[config.mk]
export PLATFORM = sky130hd
export DESIGN_NAME = rcb_count_block
export DESIGN_NICKNAME = d
export VERILOG_FILES = /design/src/inc/rcb_pkg.sv /design/src/core/rcb_count_block.sv /design/src/core/rcb_subsec.sv /design/src/core/rcb_timer.sv
export SDC_FILE = /design/constraint.sdc
export NUM_CORES = 1
export LEC_CHECK = 0
export ABC_AREA = 0
export BUFFER_PORTS_ARGS = -buffer_cell sky130_fd_sc_hd__buf_4
export CORE_MARGIN = 2
export CORE_UTILIZATION = 67
export CTS_CLUSTER_SIZE = 25
export DETAILED_ROUTE_END_ITERATION = 10
export GPL_TIMING_DRIVEN = 0
export HOLD_SLACK_MARGIN = 0.12
export PLACE_DENSITY = 0.95
export RECOVER_POWER = 25
export SLEW_MARGIN = 40
export SYNTH_ARGS = -nofsm -noshare
export SYNTH_HDL_FRONTEND = slang
export SYNTH_SLANG_ARGS = --single-unit
[constraint.sdc]
create_clock -name clk -period 22.9 [get_ports clk]
set_clock_uncertainty 0.05 [all_clocks]
set_input_delay 1.145 -clock clk [delete_from_list [all_inputs] [get_ports clk]]
set_output_delay 1.145 -clock clk [all_outputs]
set_load 0.005 [all_outputs]
[src/inc/rcb_pkg.sv]
// constants shared by the calendar counting block and its sub-modules
package rcb_pkg;
   localparam int ADDR_W    = 8;
   localparam int DATA_W    = 32;
   localparam int SUBSEC_W  = 20;
   localparam int PERIOD_W  = 17;
   localparam int TIMER_W   = PERIOD_W + 1;
   localparam int CAL_W     = 7;
   localparam int NUM_CAL   = 7;
   localparam int NUM_ALM   = 5;
   localparam int NUM_FLAGS = 8;

   // register byte offsets
   localparam logic [ADDR_W-1:0] OFS_CTRL     = 8'h00;
   localparam logic [ADDR_W-1:0] OFS_FLAGS    = 8'h04;
   localparam logic [ADDR_W-1:0] OFS_RELOAD   = 8'h08;
   localparam logic [ADDR_W-1:0] OFS_PERIOD   = 8'h0c;
   localparam logic [ADDR_W-1:0] OFS_CAL_BASE = 8'h10;
   localparam logic [ADDR_W-1:0] OFS_ALM_BASE = 8'h2c;
   localparam logic [ADDR_W-1:0] OFS_ALM_EN   = 8'h40;

   // calendar field index: second, minute, hour, date, month, year, weekday
   localparam int CAL_SEC  = 0;
   localparam int CAL_MIN  = 1;
   localparam int CAL_HOUR = 2;
   localparam int CAL_DATE = 3;
   localparam int CAL_MON  = 4;
   localparam int CAL_YEAR = 5;
   localparam int CAL_WDAY = 6;
   localparam logic [CAL_W-1:0] CAL_RST [NUM_CAL] =
      '{7'h00, 7'h00, 7'h00, 7'h01, 7'h01, 7'h00, 7'h00};

   // control register bits
   localparam int CB_START  = 0;
   localparam int CB_READ   = 1;
   localparam int CB_REWR   = 2;
   localparam int CB_BLOCK_SOFT_RESET_BIT   = 3;
   localparam int CB_TMST   = 4;
   localparam int CB_TMREP  = 5;
   localparam int CB_RUN    = 8;
   localparam int CB_BUSY   = 9;
   localparam int CB_TMRUN  = 10;

   // event flag bits
   localparam int FL_ALARM = 0;
   localparam int FL_HOUR  = 1;
   localparam int FL_MIN   = 2;
   localparam int FL_SEC   = 3;
   localparam int FL_HALF  = 4;
   localparam int FL_TIMER = 5;
   localparam int FL_RWERR = 6;
   localparam int FL_READ  = 7;

   // calendar limits
   localparam logic [CAL_W-1:0] SEC_MAX       = 7'h3b;
   localparam logic [CAL_W-1:0] MIN_MAX       = 7'h3b;
   localparam logic [CAL_W-1:0] HOUR_MAX      = 7'h17;
   localparam logic [CAL_W-1:0] MON_MAX       = 7'h0c;
   localparam logic [CAL_W-1:0] YEAR_MAX      = 7'h63;
   localparam logic [CAL_W-1:0] WDAY_MAX      = 7'h06;
   localparam logic [CAL_W-1:0] DATE_MIN      = 7'h01;
   localparam logic [CAL_W-1:0] MON_MIN       = 7'h01;
   localparam logic [CAL_W-1:0] MON_FEB       = 7'h02;
   localparam logic [CAL_W-1:0] DAYS_LONG     = 7'h1f;
   localparam logic [CAL_W-1:0] DAYS_SHORT    = 7'h1e;
   localparam logic [CAL_W-1:0] DAYS_FEB      = 7'h1c;
   localparam logic [CAL_W-1:0] DAYS_FEB_LEAP = 7'h1d;
   localparam logic [PERIOD_W-1:0] DAY_SECONDS = 17'h15180;
endpackage

[src/core/rcb_count_block.sv]
`timescale 1ns/10ps
// calendar counting block: registers, counters, alarm, rewrite and read control
// What this block does
// soft reset bit clears block control logic
// counts seconds through two-digit year
// february leap days, year 00 leap
// alarm matches any enabled field set
// enabled alarm fields compared, flag on match
// timer period up to one day, single/repeat
// eight event flags plus half-second pulse
// reload value loaded at start and zero
// two divide-by-two prescaler paths
// timer loads period, counts half-second ticks
// half-second pairs make the one-second tick
// software sets calendar while stopped, then starts
// start copies registers into counters, prescalers
// counters survive soft reset; read then start continues
// software polls read request before setting
// read request copies counters into registers
// copy done clears request, sets flag
// no rewrite or soft reset during read
// no stop until read completion flag
// rewrite under one second keeps time
// rewrite halts seconds, transfers written fields
// overlong rewrite sets error, cleared on exit
// source clock pin synchronised before use
// standard calendar rollover limits
module rcb_count_block
   import rcb_pkg::*;
(
   input  wire logic              clk,
   input  wire logic              resetn,
   input  wire logic              rtc_source_clock,
   input  wire logic [ADDR_W-1:0] addr,
   input  wire logic [DATA_W-1:0] wdata,
   input  wire logic              wr_en,
   input  wire logic              rd_en,
   output logic [DATA_W-1:0]      rdata,
   output logic [NUM_FLAGS-1:0]   int_flags,
   output logic                   half_sec_pulse,
   output logic                   running
);
   logic                 rstn_q1;
   logic                 rst_n;
   logic                 src_q1;
   logic                 src_q2;
   logic                 src_q3;
   logic                 src_rise;
   logic [SUBSEC_W-1:0]  subsecond_reload_reg;
   logic [PERIOD_W-1:0]  timer_period_reg;
   logic [CAL_W-1:0]     cal_reg [NUM_CAL];
   logic [CAL_W-1:0]     cal_cnt [NUM_CAL];
   logic [CAL_W-1:0]     next_cnt [NUM_CAL];
   logic [CAL_W-1:0]     alm_reg [NUM_ALM];
   logic [NUM_ALM-1:0]   alm_en;
   logic [NUM_ALM-1:0]   alm_hit;
   logic [NUM_ALM-1:0]   alm_eq;
   logic [NUM_CAL-1:0]   cal_hit;
   logic [NUM_CAL-1:0]   cal_dirty;
   logic                 ctrl_wr;
   logic                 flags_wr;
   logic                 counter_read_request;
   logic                 rewrite_continue_bit;
   logic                 block_soft_reset_bit;
   logic                 busy;
   logic                 tm_start;
   logic                 tm_repeat;
   logic                 tm_active;
   logic                 tm_expire;
   logic                 start_load;
   logic                 rw_set;
   logic                 rw_xfer;
   logic                 cal_half;
   logic                 tm_half;
   logic                 half_q;
   logic                 one_sec;
   logic                 pend_sec;
   logic                 sec_tick;
   logic                 alarm_match;
   logic                 alarm_q;
   logic                 c_min;
   logic                 c_hour;
   logic                 c_day;
   logic                 c_mon;
   logic                 c_year;
   logic [NUM_FLAGS-1:0] flag_set;
   logic [NUM_FLAGS-1:0] flag_clr;
   logic [DATA_W-1:0]    ctrl_rd;

   always_ff @(posedge clk or negedge resetn) begin
      if (!resetn) begin
         rstn_q1 <= 1'b0;
         rst_n   <= 1'b0;
      end else begin
         rstn_q1 <= 1'b1;
         rst_n   <= rstn_q1;
      end
   end

   // the source clock must be slower than half of clk to be seen edge by edge
   always_ff @(posedge clk or negedge rst_n) begin
      if (!rst_n) begin
         src_q1 <= 1'b0;
         src_q2 <= 1'b0;
         src_q3 <= 1'b0;
      end else begin
         src_q1 <= rtc_source_clock;
         src_q2 <= src_q1;
         src_q3 <= src_q2;
      end
   end
   assign src_rise = src_q2 & ~src_q3;

   assign ctrl_wr  = wr_en && (addr == OFS_CTRL);
   assign flags_wr = wr_en && (addr == OFS_FLAGS);

   genvar g;
   generate
      for (g = 0; g < NUM_CAL; g++) begin : g_cal
         assign cal_hit[g] = (addr == OFS_CAL_BASE + 8'(g * 4));
      end
      for (g = 0; g < NUM_ALM; g++) begin : g_alm
         assign alm_hit[g] = (addr == OFS_ALM_BASE + 8'(g * 4));
         assign alm_eq[g]  = ~alm_en[g] | (alm_reg[g] == cal_cnt[g + 1]);
      end
   endgenerate

   assign start_load = ctrl_wr && wdata[CB_START] && !running;
   assign rw_set     = ctrl_wr && wdata[CB_REWR] && !rewrite_continue_bit
                       && running && !busy;
   assign rw_xfer    = ctrl_wr && !wdata[CB_REWR] && rewrite_continue_bit;

   // control bits; soft reset is a one-cycle self-clearing strobe
   always_ff @(posedge clk or negedge rst_n) begin
      if (!rst_n) begin
         running              <= 1'b0;
         counter_read_request <= 1'b0;
         rewrite_continue_bit <= 1'b0;
         busy                 <= 1'b0;
         tm_start             <= 1'b0;
         tm_repeat            <= 1'b0;
         block_soft_reset_bit <= 1'b0;
      end else if (block_soft_reset_bit) begin
         running              <= 1'b0;
         counter_read_request <= 1'b0;
         rewrite_continue_bit <= 1'b0;
         busy                 <= 1'b0;
         tm_start             <= 1'b0;
         tm_repeat            <= 1'b0;
         block_soft_reset_bit <= 1'b0;
      end else begin
         block_soft_reset_bit <= ctrl_wr && wdata[CB_BLOCK_SOFT_RESET_BIT];
         counter_read_request <= ctrl_wr && wdata[CB_READ]
                                 && !counter_read_request;
         if (ctrl_wr) begin
            running   <= wdata[CB_START];
            tm_repeat <= wdata[CB_TMREP];
            tm_start  <= wdata[CB_TMST];
         end else if (tm_expire && !tm_repeat) begin
            tm_start <= 1'b0;
         end
         if (rw_set) begin
            rewrite_continue_bit <= 1'b1;
            busy                 <= 1'b1;
         end else if (rw_xfer) begin
            rewrite_continue_bit <= 1'b0;
            busy                 <= 1'b0;
         end
      end
   end

   rcb_subsec #(.W(SUBSEC_W)) u_cal_pre (
      .clk       (clk),
      .rst_n     (rst_n),
      .clr       (block_soft_reset_bit),
      .src_rise  (src_rise),
      .load      (start_load),
      .run       (running),
      .reload    (subsecond_reload_reg),
      .half_tick (cal_half)
   );

   rcb_subsec #(.W(SUBSEC_W)) u_tm_pre (
      .clk       (clk),
      .rst_n     (rst_n),
      .clr       (block_soft_reset_bit),
      .src_rise  (src_rise),
      .load      (start_load),
      .run       (running),
      .reload    (subsecond_reload_reg),
      .half_tick (tm_half)
   );

   rcb_timer u_timer (
      .clk       (clk),
      .rst_n     (rst_n),
      .clr       (block_soft_reset_bit),
      .start     (ctrl_wr && wdata[CB_TMST] && !tm_start),
      .stop      (ctrl_wr && !wdata[CB_TMST]),
      .repeat_en (tm_repeat),
      .period    (timer_period_reg),
      .half_tick (tm_half),
      .expire    (tm_expire),
      .active    (tm_active)
   );

   // one-second generation; a second that falls inside a rewrite is held back
   assign one_sec  = cal_half && half_q;
   assign sec_tick = running && !rewrite_continue_bit && (one_sec || pend_sec);

   always_ff @(posedge clk or negedge rst_n) begin
      if (!rst_n) begin
         half_q         <= 1'b0;
         pend_sec       <= 1'b0;
         half_sec_pulse <= 1'b0;
         alarm_q        <= 1'b0;
      end else begin
         half_sec_pulse <= cal_half;
         alarm_q        <= alarm_match;
         if (block_soft_reset_bit || start_load) begin
            half_q   <= 1'b0;
            pend_sec <= 1'b0;
         end else begin
            if (cal_half) begin
               half_q <= ~half_q;
            end
            if (rewrite_continue_bit && one_sec) begin
               pend_sec <= 1'b1;
            end else if (sec_tick) begin
               pend_sec <= 1'b0;
            end
         end
      end
   end

   function automatic logic [CAL_W-1:0] month_days(input logic [CAL_W-1:0] mon,
                                                   input logic [CAL_W-1:0] yr);
      case (mon)
         MON_FEB:                    month_days = (yr[1:0] == 2'h0) ? DAYS_FEB_LEAP
                                                                    : DAYS_FEB;
         7'h04, 7'h06, 7'h09, 7'h0b: month_days = DAYS_SHORT;
         default:                    month_days = DAYS_LONG;
      endcase
   endfunction

   // >= comparisons pull an out-of-range value back into range on the next carry
   always_comb begin
      next_cnt = cal_cnt;
      c_min    = cal_cnt[CAL_SEC] >= SEC_MAX;
      c_hour   = c_min && (cal_cnt[CAL_MIN] >= MIN_MAX);
      c_day    = c_hour && (cal_cnt[CAL_HOUR] >= HOUR_MAX);
      c_mon    = c_day && (cal_cnt[CAL_DATE] >=
                           month_days(cal_cnt[CAL_MON], cal_cnt[CAL_YEAR]));
      c_year   = c_mon && (cal_cnt[CAL_MON] >= MON_MAX);
      next_cnt[CAL_SEC] = c_min ? '0 : cal_cnt[CAL_SEC] + 7'h01;
      if (c_min) begin
         next_cnt[CAL_MIN] = c_hour ? '0 : cal_cnt[CAL_MIN] + 7'h01;
      end
      if (c_hour) begin
         next_cnt[CAL_HOUR] = c_day ? '0 : cal_cnt[CAL_HOUR] + 7'h01;
      end
      if (c_day) begin
         next_cnt[CAL_DATE] = c_mon ? DATE_MIN : cal_cnt[CAL_DATE] + 7'h01;
         next_cnt[CAL_WDAY] = (cal_cnt[CAL_WDAY] >= WDAY_MAX) ? '0
                                                              : cal_cnt[CAL_WDAY] + 7'h01;
      end
      if (c_mon) begin
         next_cnt[CAL_MON] = c_year ? MON_MIN : cal_cnt[CAL_MON] + 7'h01;
      end
      if (c_year) begin
         next_cnt[CAL_YEAR] = (cal_cnt[CAL_YEAR] >= YEAR_MAX) ? '0
                                                              : cal_cnt[CAL_YEAR] + 7'h01;
      end
   end

   // counters ignore the soft reset so time survives it
   always_ff @(posedge clk or negedge rst_n) begin
      if (!rst_n) begin
         for (int i = 0; i < NUM_CAL; i++) begin
            cal_cnt[i] <= CAL_RST[i];
         end
      end else begin
         for (int i = 0; i < NUM_CAL; i++) begin
            if (start_load || (rw_xfer && cal_dirty[i])) begin
               cal_cnt[i] <= cal_reg[i];
            end else if (sec_tick) begin
               cal_cnt[i] <= next_cnt[i];
            end
         end
      end
   end

   always_ff @(posedge clk or negedge rst_n) begin
      if (!rst_n) begin
         for (int i = 0; i < NUM_CAL; i++) begin
            cal_reg[i] <= CAL_RST[i];
         end
         cal_dirty <= '0;
      end else begin
         for (int i = 0; i < NUM_CAL; i++) begin
            if (counter_read_request) begin
               cal_reg[i] <= cal_cnt[i];
            end else if (wr_en && cal_hit[i]) begin
               cal_reg[i] <= wdata[CAL_W-1:0];
            end
         end
         if (rw_xfer || block_soft_reset_bit) begin
            cal_dirty <= '0;
         end else if (rewrite_continue_bit && wr_en) begin
            cal_dirty <= cal_dirty | cal_hit;
         end
      end
   end

   always_ff @(posedge clk or negedge rst_n) begin
      if (!rst_n) begin
         subsecond_reload_reg <= '0;
         timer_period_reg     <= '0;
         alm_en               <= '0;
         for (int i = 0; i < NUM_ALM; i++) begin
            alm_reg[i] <= '0;
         end
      end else if (block_soft_reset_bit) begin
         alm_en <= '0;
      end else if (wr_en) begin
         if (addr == OFS_RELOAD) begin
            subsecond_reload_reg <= wdata[SUBSEC_W-1:0];
         end
         if (addr == OFS_PERIOD) begin
            timer_period_reg <= (wdata > DATA_W'(DAY_SECONDS)) ? DAY_SECONDS
                                                               : wdata[PERIOD_W-1:0];
         end
         if (addr == OFS_ALM_EN) begin
            alm_en <= wdata[NUM_ALM-1:0];
         end
         for (int i = 0; i < NUM_ALM; i++) begin
            if (alm_hit[i]) begin
               alm_reg[i] <= wdata[CAL_W-1:0];
            end
         end
      end
   end

   assign alarm_match = running && (|alm_en) && (&alm_eq);

   always_comb begin
      flag_set           = '0;
      flag_set[FL_ALARM] = alarm_match && !alarm_q;
      flag_set[FL_HOUR]  = sec_tick && c_hour;
      flag_set[FL_MIN]   = sec_tick && c_min;
      flag_set[FL_SEC]   = sec_tick;
      flag_set[FL_HALF]  = cal_half;
      flag_set[FL_TIMER] = tm_expire;
      flag_set[FL_RWERR] = rewrite_continue_bit && one_sec && pend_sec;
      flag_set[FL_READ]  = counter_read_request;
   end

   assign flag_clr = (flags_wr ? wdata[NUM_FLAGS-1:0] : '0)
                     | (rw_xfer ? NUM_FLAGS'(1 << FL_RWERR) : '0);

   // a new event in the clearing cycle wins
   always_ff @(posedge clk or negedge rst_n) begin
      if (!rst_n) begin
         int_flags <= '0;
      end else if (block_soft_reset_bit) begin
         int_flags <= '0;
      end else begin
         int_flags <= (int_flags & ~flag_clr) | flag_set;
      end
   end

   always_comb begin
      ctrl_rd            = '0;
      ctrl_rd[CB_START]  = running;
      ctrl_rd[CB_READ]   = counter_read_request;
      ctrl_rd[CB_REWR]   = rewrite_continue_bit;
      ctrl_rd[CB_TMST]   = tm_start;
      ctrl_rd[CB_TMREP]  = tm_repeat;
      ctrl_rd[CB_RUN]    = running;
      ctrl_rd[CB_BUSY]   = busy;
      ctrl_rd[CB_TMRUN]  = tm_active;
   end

   // unmapped addresses read as zero
   always_ff @(posedge clk or negedge rst_n) begin
      if (!rst_n) begin
         rdata <= '0;
      end else begin
         rdata <= '0;
         if (rd_en) begin
            if (addr == OFS_CTRL) begin
               rdata <= ctrl_rd;
            end
            if (addr == OFS_FLAGS) begin
               rdata <= DATA_W'(int_flags);
            end
            if (addr == OFS_RELOAD) begin
               rdata <= DATA_W'(subsecond_reload_reg);
            end
            if (addr == OFS_PERIOD) begin
               rdata <= DATA_W'(timer_period_reg);
            end
            if (addr == OFS_ALM_EN) begin
               rdata <= DATA_W'(alm_en);
            end
            for (int i = 0; i < NUM_CAL; i++) begin
               if (cal_hit[i]) begin
                  rdata <= DATA_W'(cal_reg[i]);
               end
            end
            for (int i = 0; i < NUM_ALM; i++) begin
               if (alm_hit[i]) begin
                  rdata <= DATA_W'(alm_reg[i]);
               end
            end
         end
      end
   end
endmodule

[src/core/rcb_subsec.sv]
`timescale 1ns/10ps
// source clock divide-by-two and sub-second down counter giving half-second ticks
module rcb_subsec
   import rcb_pkg::*;
#(
   parameter int W = SUBSEC_W
)(
   input  wire logic         clk,
   input  wire logic         rst_n,
   input  wire logic         clr,
   input  wire logic         src_rise,
   input  wire logic         load,
   input  wire logic         run,
   input  wire logic [W-1:0] reload,
   output logic              half_tick
);
   logic         div;
   logic [W-1:0] cnt;

   // period is reload+1 divided source cycles
   always_ff @(posedge clk or negedge rst_n) begin
      if (!rst_n) begin
         div       <= 1'b0;
         cnt       <= '0;
         half_tick <= 1'b0;
      end else begin
         half_tick <= 1'b0;
         if (clr) begin
            div <= 1'b0;
            cnt <= '0;
         end else if (load) begin
            div <= 1'b0;
            cnt <= reload;
         end else if (run && src_rise) begin
            div <= ~div;
            if (div) begin
               if (cnt == '0) begin
                  cnt       <= reload;
                  half_tick <= 1'b1;
               end else begin
                  cnt <= cnt - 1'b1;
               end
            end
         end
      end
   end
endmodule

[src/core/rcb_timer.sv]
`timescale 1ns/10ps
// interval timer counting down in half-second steps
module rcb_timer
   import rcb_pkg::*;
(
   input  wire logic                clk,
   input  wire logic                rst_n,
   input  wire logic                clr,
   input  wire logic                start,
   input  wire logic                stop,
   input  wire logic                repeat_en,
   input  wire logic [PERIOD_W-1:0] period,
   input  wire logic                half_tick,
   output logic                     expire,
   output logic                     active
);
   logic [TIMER_W-1:0] cnt;
   logic [TIMER_W-1:0] load_val;

   // period is in seconds, the counter in half seconds
   assign load_val = {period, 1'b0};

   always_ff @(posedge clk or negedge rst_n) begin
      if (!rst_n) begin
         cnt    <= '0;
         active <= 1'b0;
         expire <= 1'b0;
      end else begin
         expire <= 1'b0;
         if (clr || stop) begin
            active <= 1'b0;
         end else if (start && !active) begin
            cnt    <= load_val;
            active <= (period != '0);
         end else if (active && half_tick) begin
            if (cnt <= TIMER_W'(1)) begin
               expire <= 1'b1;
               cnt    <= load_val;
               active <= repeat_en;
            end else begin
               cnt <= cnt - 1'b1;
            end
         end
      end
   end
endmodule

==> impl_metrics.csv <==
group,metric,value,unit
synthesis,synth-seq-cells,289,
placed_design,detailed_place_hpwl,41.5,mm
grt,grt_util_met3,0.0922,
critical_path,path_class,"reg2async",
pwr,vdd_drop_max,0.0621,mV
floorplan,die_w,160,um
floorplan,initial_core_util,0.675,
grt,grtUsageTotal,0.451,
outcome,violations,"max-capacitance violations, max-slew violations",
timing,setup_viol,0,
grt,grtUsageMet1,0.594,
layout,diodes,0,
clocking,ctsHoldBuffers,0,
synthesis,netlist_instances,1802,
timing,post-route-min-period,4950,ps
synthesis,synthTopCellsByArea,"dfrtp_1 44%, nand2_1 4.6%, a21oi_1 4.1%, mux2_2 4.0%, mux2i_1 3.9%",
synthesis,ys.flop_type,"dfrtp_1",
clocking,clockRootBuffer,"clkbuf_16",
placed_design,place_inst,2211,
routing,dr.pass1.iters,9,
synthesis,synth-edff-count,0,
layout,layout.cells.non_filler,2266,
floorplan,die_area,25500,um2
floorplan,io_pins,87,
routing,vias,16200,
synthesis,avgSynthCellArea,9.02,um2
flow_run,maxCapViolations,4,
grt,grt_pass1_wl,89.3,mm
critical_path,r2r-end,"alm_reg[18]",
floorplan,die_y,160,um
clocking,cts_setup_buffers,0,
pwr,cellLeakagePower,8.28,nW
clocking,cts_buffer_depth,3,
placed_design,place_congestion,1.10,
grt,use_met2,0.694,
grt,grt_max_degree,45,
timing,period_share,0.216,
synthesis,syn_area,16300,um2
synthesis,synth.distinct_cells,87,
clocking,clock_latency,580,ps
synthesis,ys_warn_count,0,
clocking,cts_tree,"yes",
outcome,outcome,"finished with violations",
timing,tightest_slew,2340,ps
critical_path,critPathMaxFanout,44,
timing,setup_tns,0,ps
timing,max_freq,202,MHz
timing,finalMaxSlewViolations,157,
routing,drt_iter0_drc,2487,
routing,wl_per_cell,25.6,um
clocking,cts_resized,0,
synthesis,synth_seq_area_share,0.445,
timing,rsz0062_at_grt,"no",
placed_design,numPortBuffers,67,
critical_path,cp-start-kind,"register",
critical_path,r2r_cells,2,
critical_path,rr_startpoint,"rst_n",
critical_path,cp.required,23060,ps
synthesis,yosys.area.top_type_share,0.439,
layout,area_delta_synth_final,12.7,%
clocking,cts_max_level,1,
layout,drive_above_1_share,0.129,
worst_hold_path,hold_path_class,"in2async",
timing,finalHoldViolations,0,
grt,first_global_vias,15400,
synthesis,synth_top_area_cell,"dfrtp_1",
clocking,clk_pin_slew,60,ps
floorplan,placementRows,57,
routing,vias_per_cell,7.15,
pwr,total_power,0.00128,W
critical_path,arrival,5110,ps
timing,setup_ws,17950,ps
clocking,cts.sinks,289,
floorplan,core,24100,um2
placed_design,pre_cts_ws,19000,ps
layout,nets,1984,
grt,grt_antenna_before_repair,0,
synthesis,synth_async_sr_flop_share,1.00,
routing,ant_nets,0,
pwr,pwr_density_cell,69.6,nW/um2
critical_path,cp-end-kind,"async pin",
grt,gr-total-overflow,0,
clocking,numCtsBuffers,30,
critical_path,reg2reg_slack,17950,ps
routing,route.detailed.drc,0,
grt,busiest_layer,"met2",
timing,maxSlewHeadroom,-0.559,
routing,routed_wl,57.9,mm
cells by family after synthesis:
kind of cell	count (synthesis)	share of synthesized area
AND/OR/NAND/NOR	634	0.192
AO/OA/AOI/OAI	523	0.198
flip-flops	289	0.445
buffers and inverters	171	0.0446
multiplexers	125	0.0845
XOR/XNOR	38	0.0205
adder cells (fa/ha/maj)	20	0.0154
other	2	0.000462
worst max-delay path by stage:
stage	start	endpoint	slack, ps	depth (start not counted)
3_3_place_gp	rst_n	cal_cnt[26]	11360	0
3_5_place_dp	addr[5]	cal_cnt[0]	19000	8
4_1_cts	cal_cnt[42]	cal_cnt[0]	19500	7
5_1_grt	rst_n	alm_reg[18]	16990	2
6_report	rst_n	alm_reg[18]	17950	2
2_1_floorplan	rst_n	alarm_q	14210	0
stage by stage:
step	hold slack (ps)	area [um2]	util
2_1_floorplan	281	16300	-
3_3_place_gp	283	17200	0.714
3_5_place_dp	208	17400	0.721
4_1_cts	214	18400	0.762
5_1_grt	293	18300	0.760
6_report	287	18300	0.760
area by class of cell:
type / instances / area, um2
clock buffer: 44 / 853
fill: 1709 / 5780
buffer: 130 / 574
timing repair buffer: 74 / 574
inverter: 41 / 154
clock inverter: 11 / 128
sequential: 289 / 7240
tap: 324 / 405
multi-input combinational: 1353 / 8400
cells in the mapped netlist (23+ instances only):
| cell type | instances |
|---|---|
| a21oi_1 | 134 |
| a22o_1 | 23 |
| a31oi_1 | 23 |
| buf_2 | 27 |
| clkbuf_1 | 87 |
| dfrtp_1 | 285 |
| inv_1 | 40 |
| mux2_2 | 58 |
| mux2i_1 | 63 |
| nand2_1 | 201 |
| nand3_1 | 56 |
| nor2_1 | 158 |
| nor3_1 | 56 |
| nor4_1 | 31 |
| o21ai_0 | 118 |
| o21ai_1 | 74 |
critical path, stage by stage (launching register included):
cell,delay [ps]
dfrtp_1,1030
clkbuf_1,1730
clkbuf_1,1720
power breakdown:
| part | total (W) | switching [W] | leakage (nW) | internal [W] |
|---|---|---|---|---|
| Sequential | 0.000569 | 0.0000343 | 3.62 | 0.000535 |
| Clock | 0.000493 | 0.000212 | 0.483 | 0.000281 |
| Combinational | 0.000214 | 0.000140 | 4.18 | 0.0000736 |
| Total | 0.00128 | 0.000387 | 8.28 | 0.000889 |
per-layer routing:
layer  wire, um  vias up
met4       4660        0
met5          0        -
met3       6840      332
li1           -     6799
met2      25300     1352
met1      21100     7719
cell usage in the layout (no fill, tap or decap), types with 6 or more instances in the layout:
cell,n
nand2b_1,11
a22oi_1,14
a221o_1,8
nand4_1,20
o31ai_1,10
ha_1,20
xnor2_1,19
a211oi_1,6
nand2_1,201
o21a_1,6
a31oi_1,23
dfrtp_1,285
or4_1,16
nand3_1,56
mux2_2,58
buf_4,78
o21ai_1,74
o211ai_1,13
nor3_1,55
clkbuf_1,98
and2_1,7
mux2i_1,63
a21oi_1,134
xor2_1,19
a22o_1,23
clkbuf_16,30
o21ai_0,118
buf_2,27
conb_1,13
or3_1,14
o22ai_1,21
inv_1,40
nor4_1,29
and3_1,15
nor2_1,158
o2bb2ai_1,7
(Power assumes the default switching activity.)
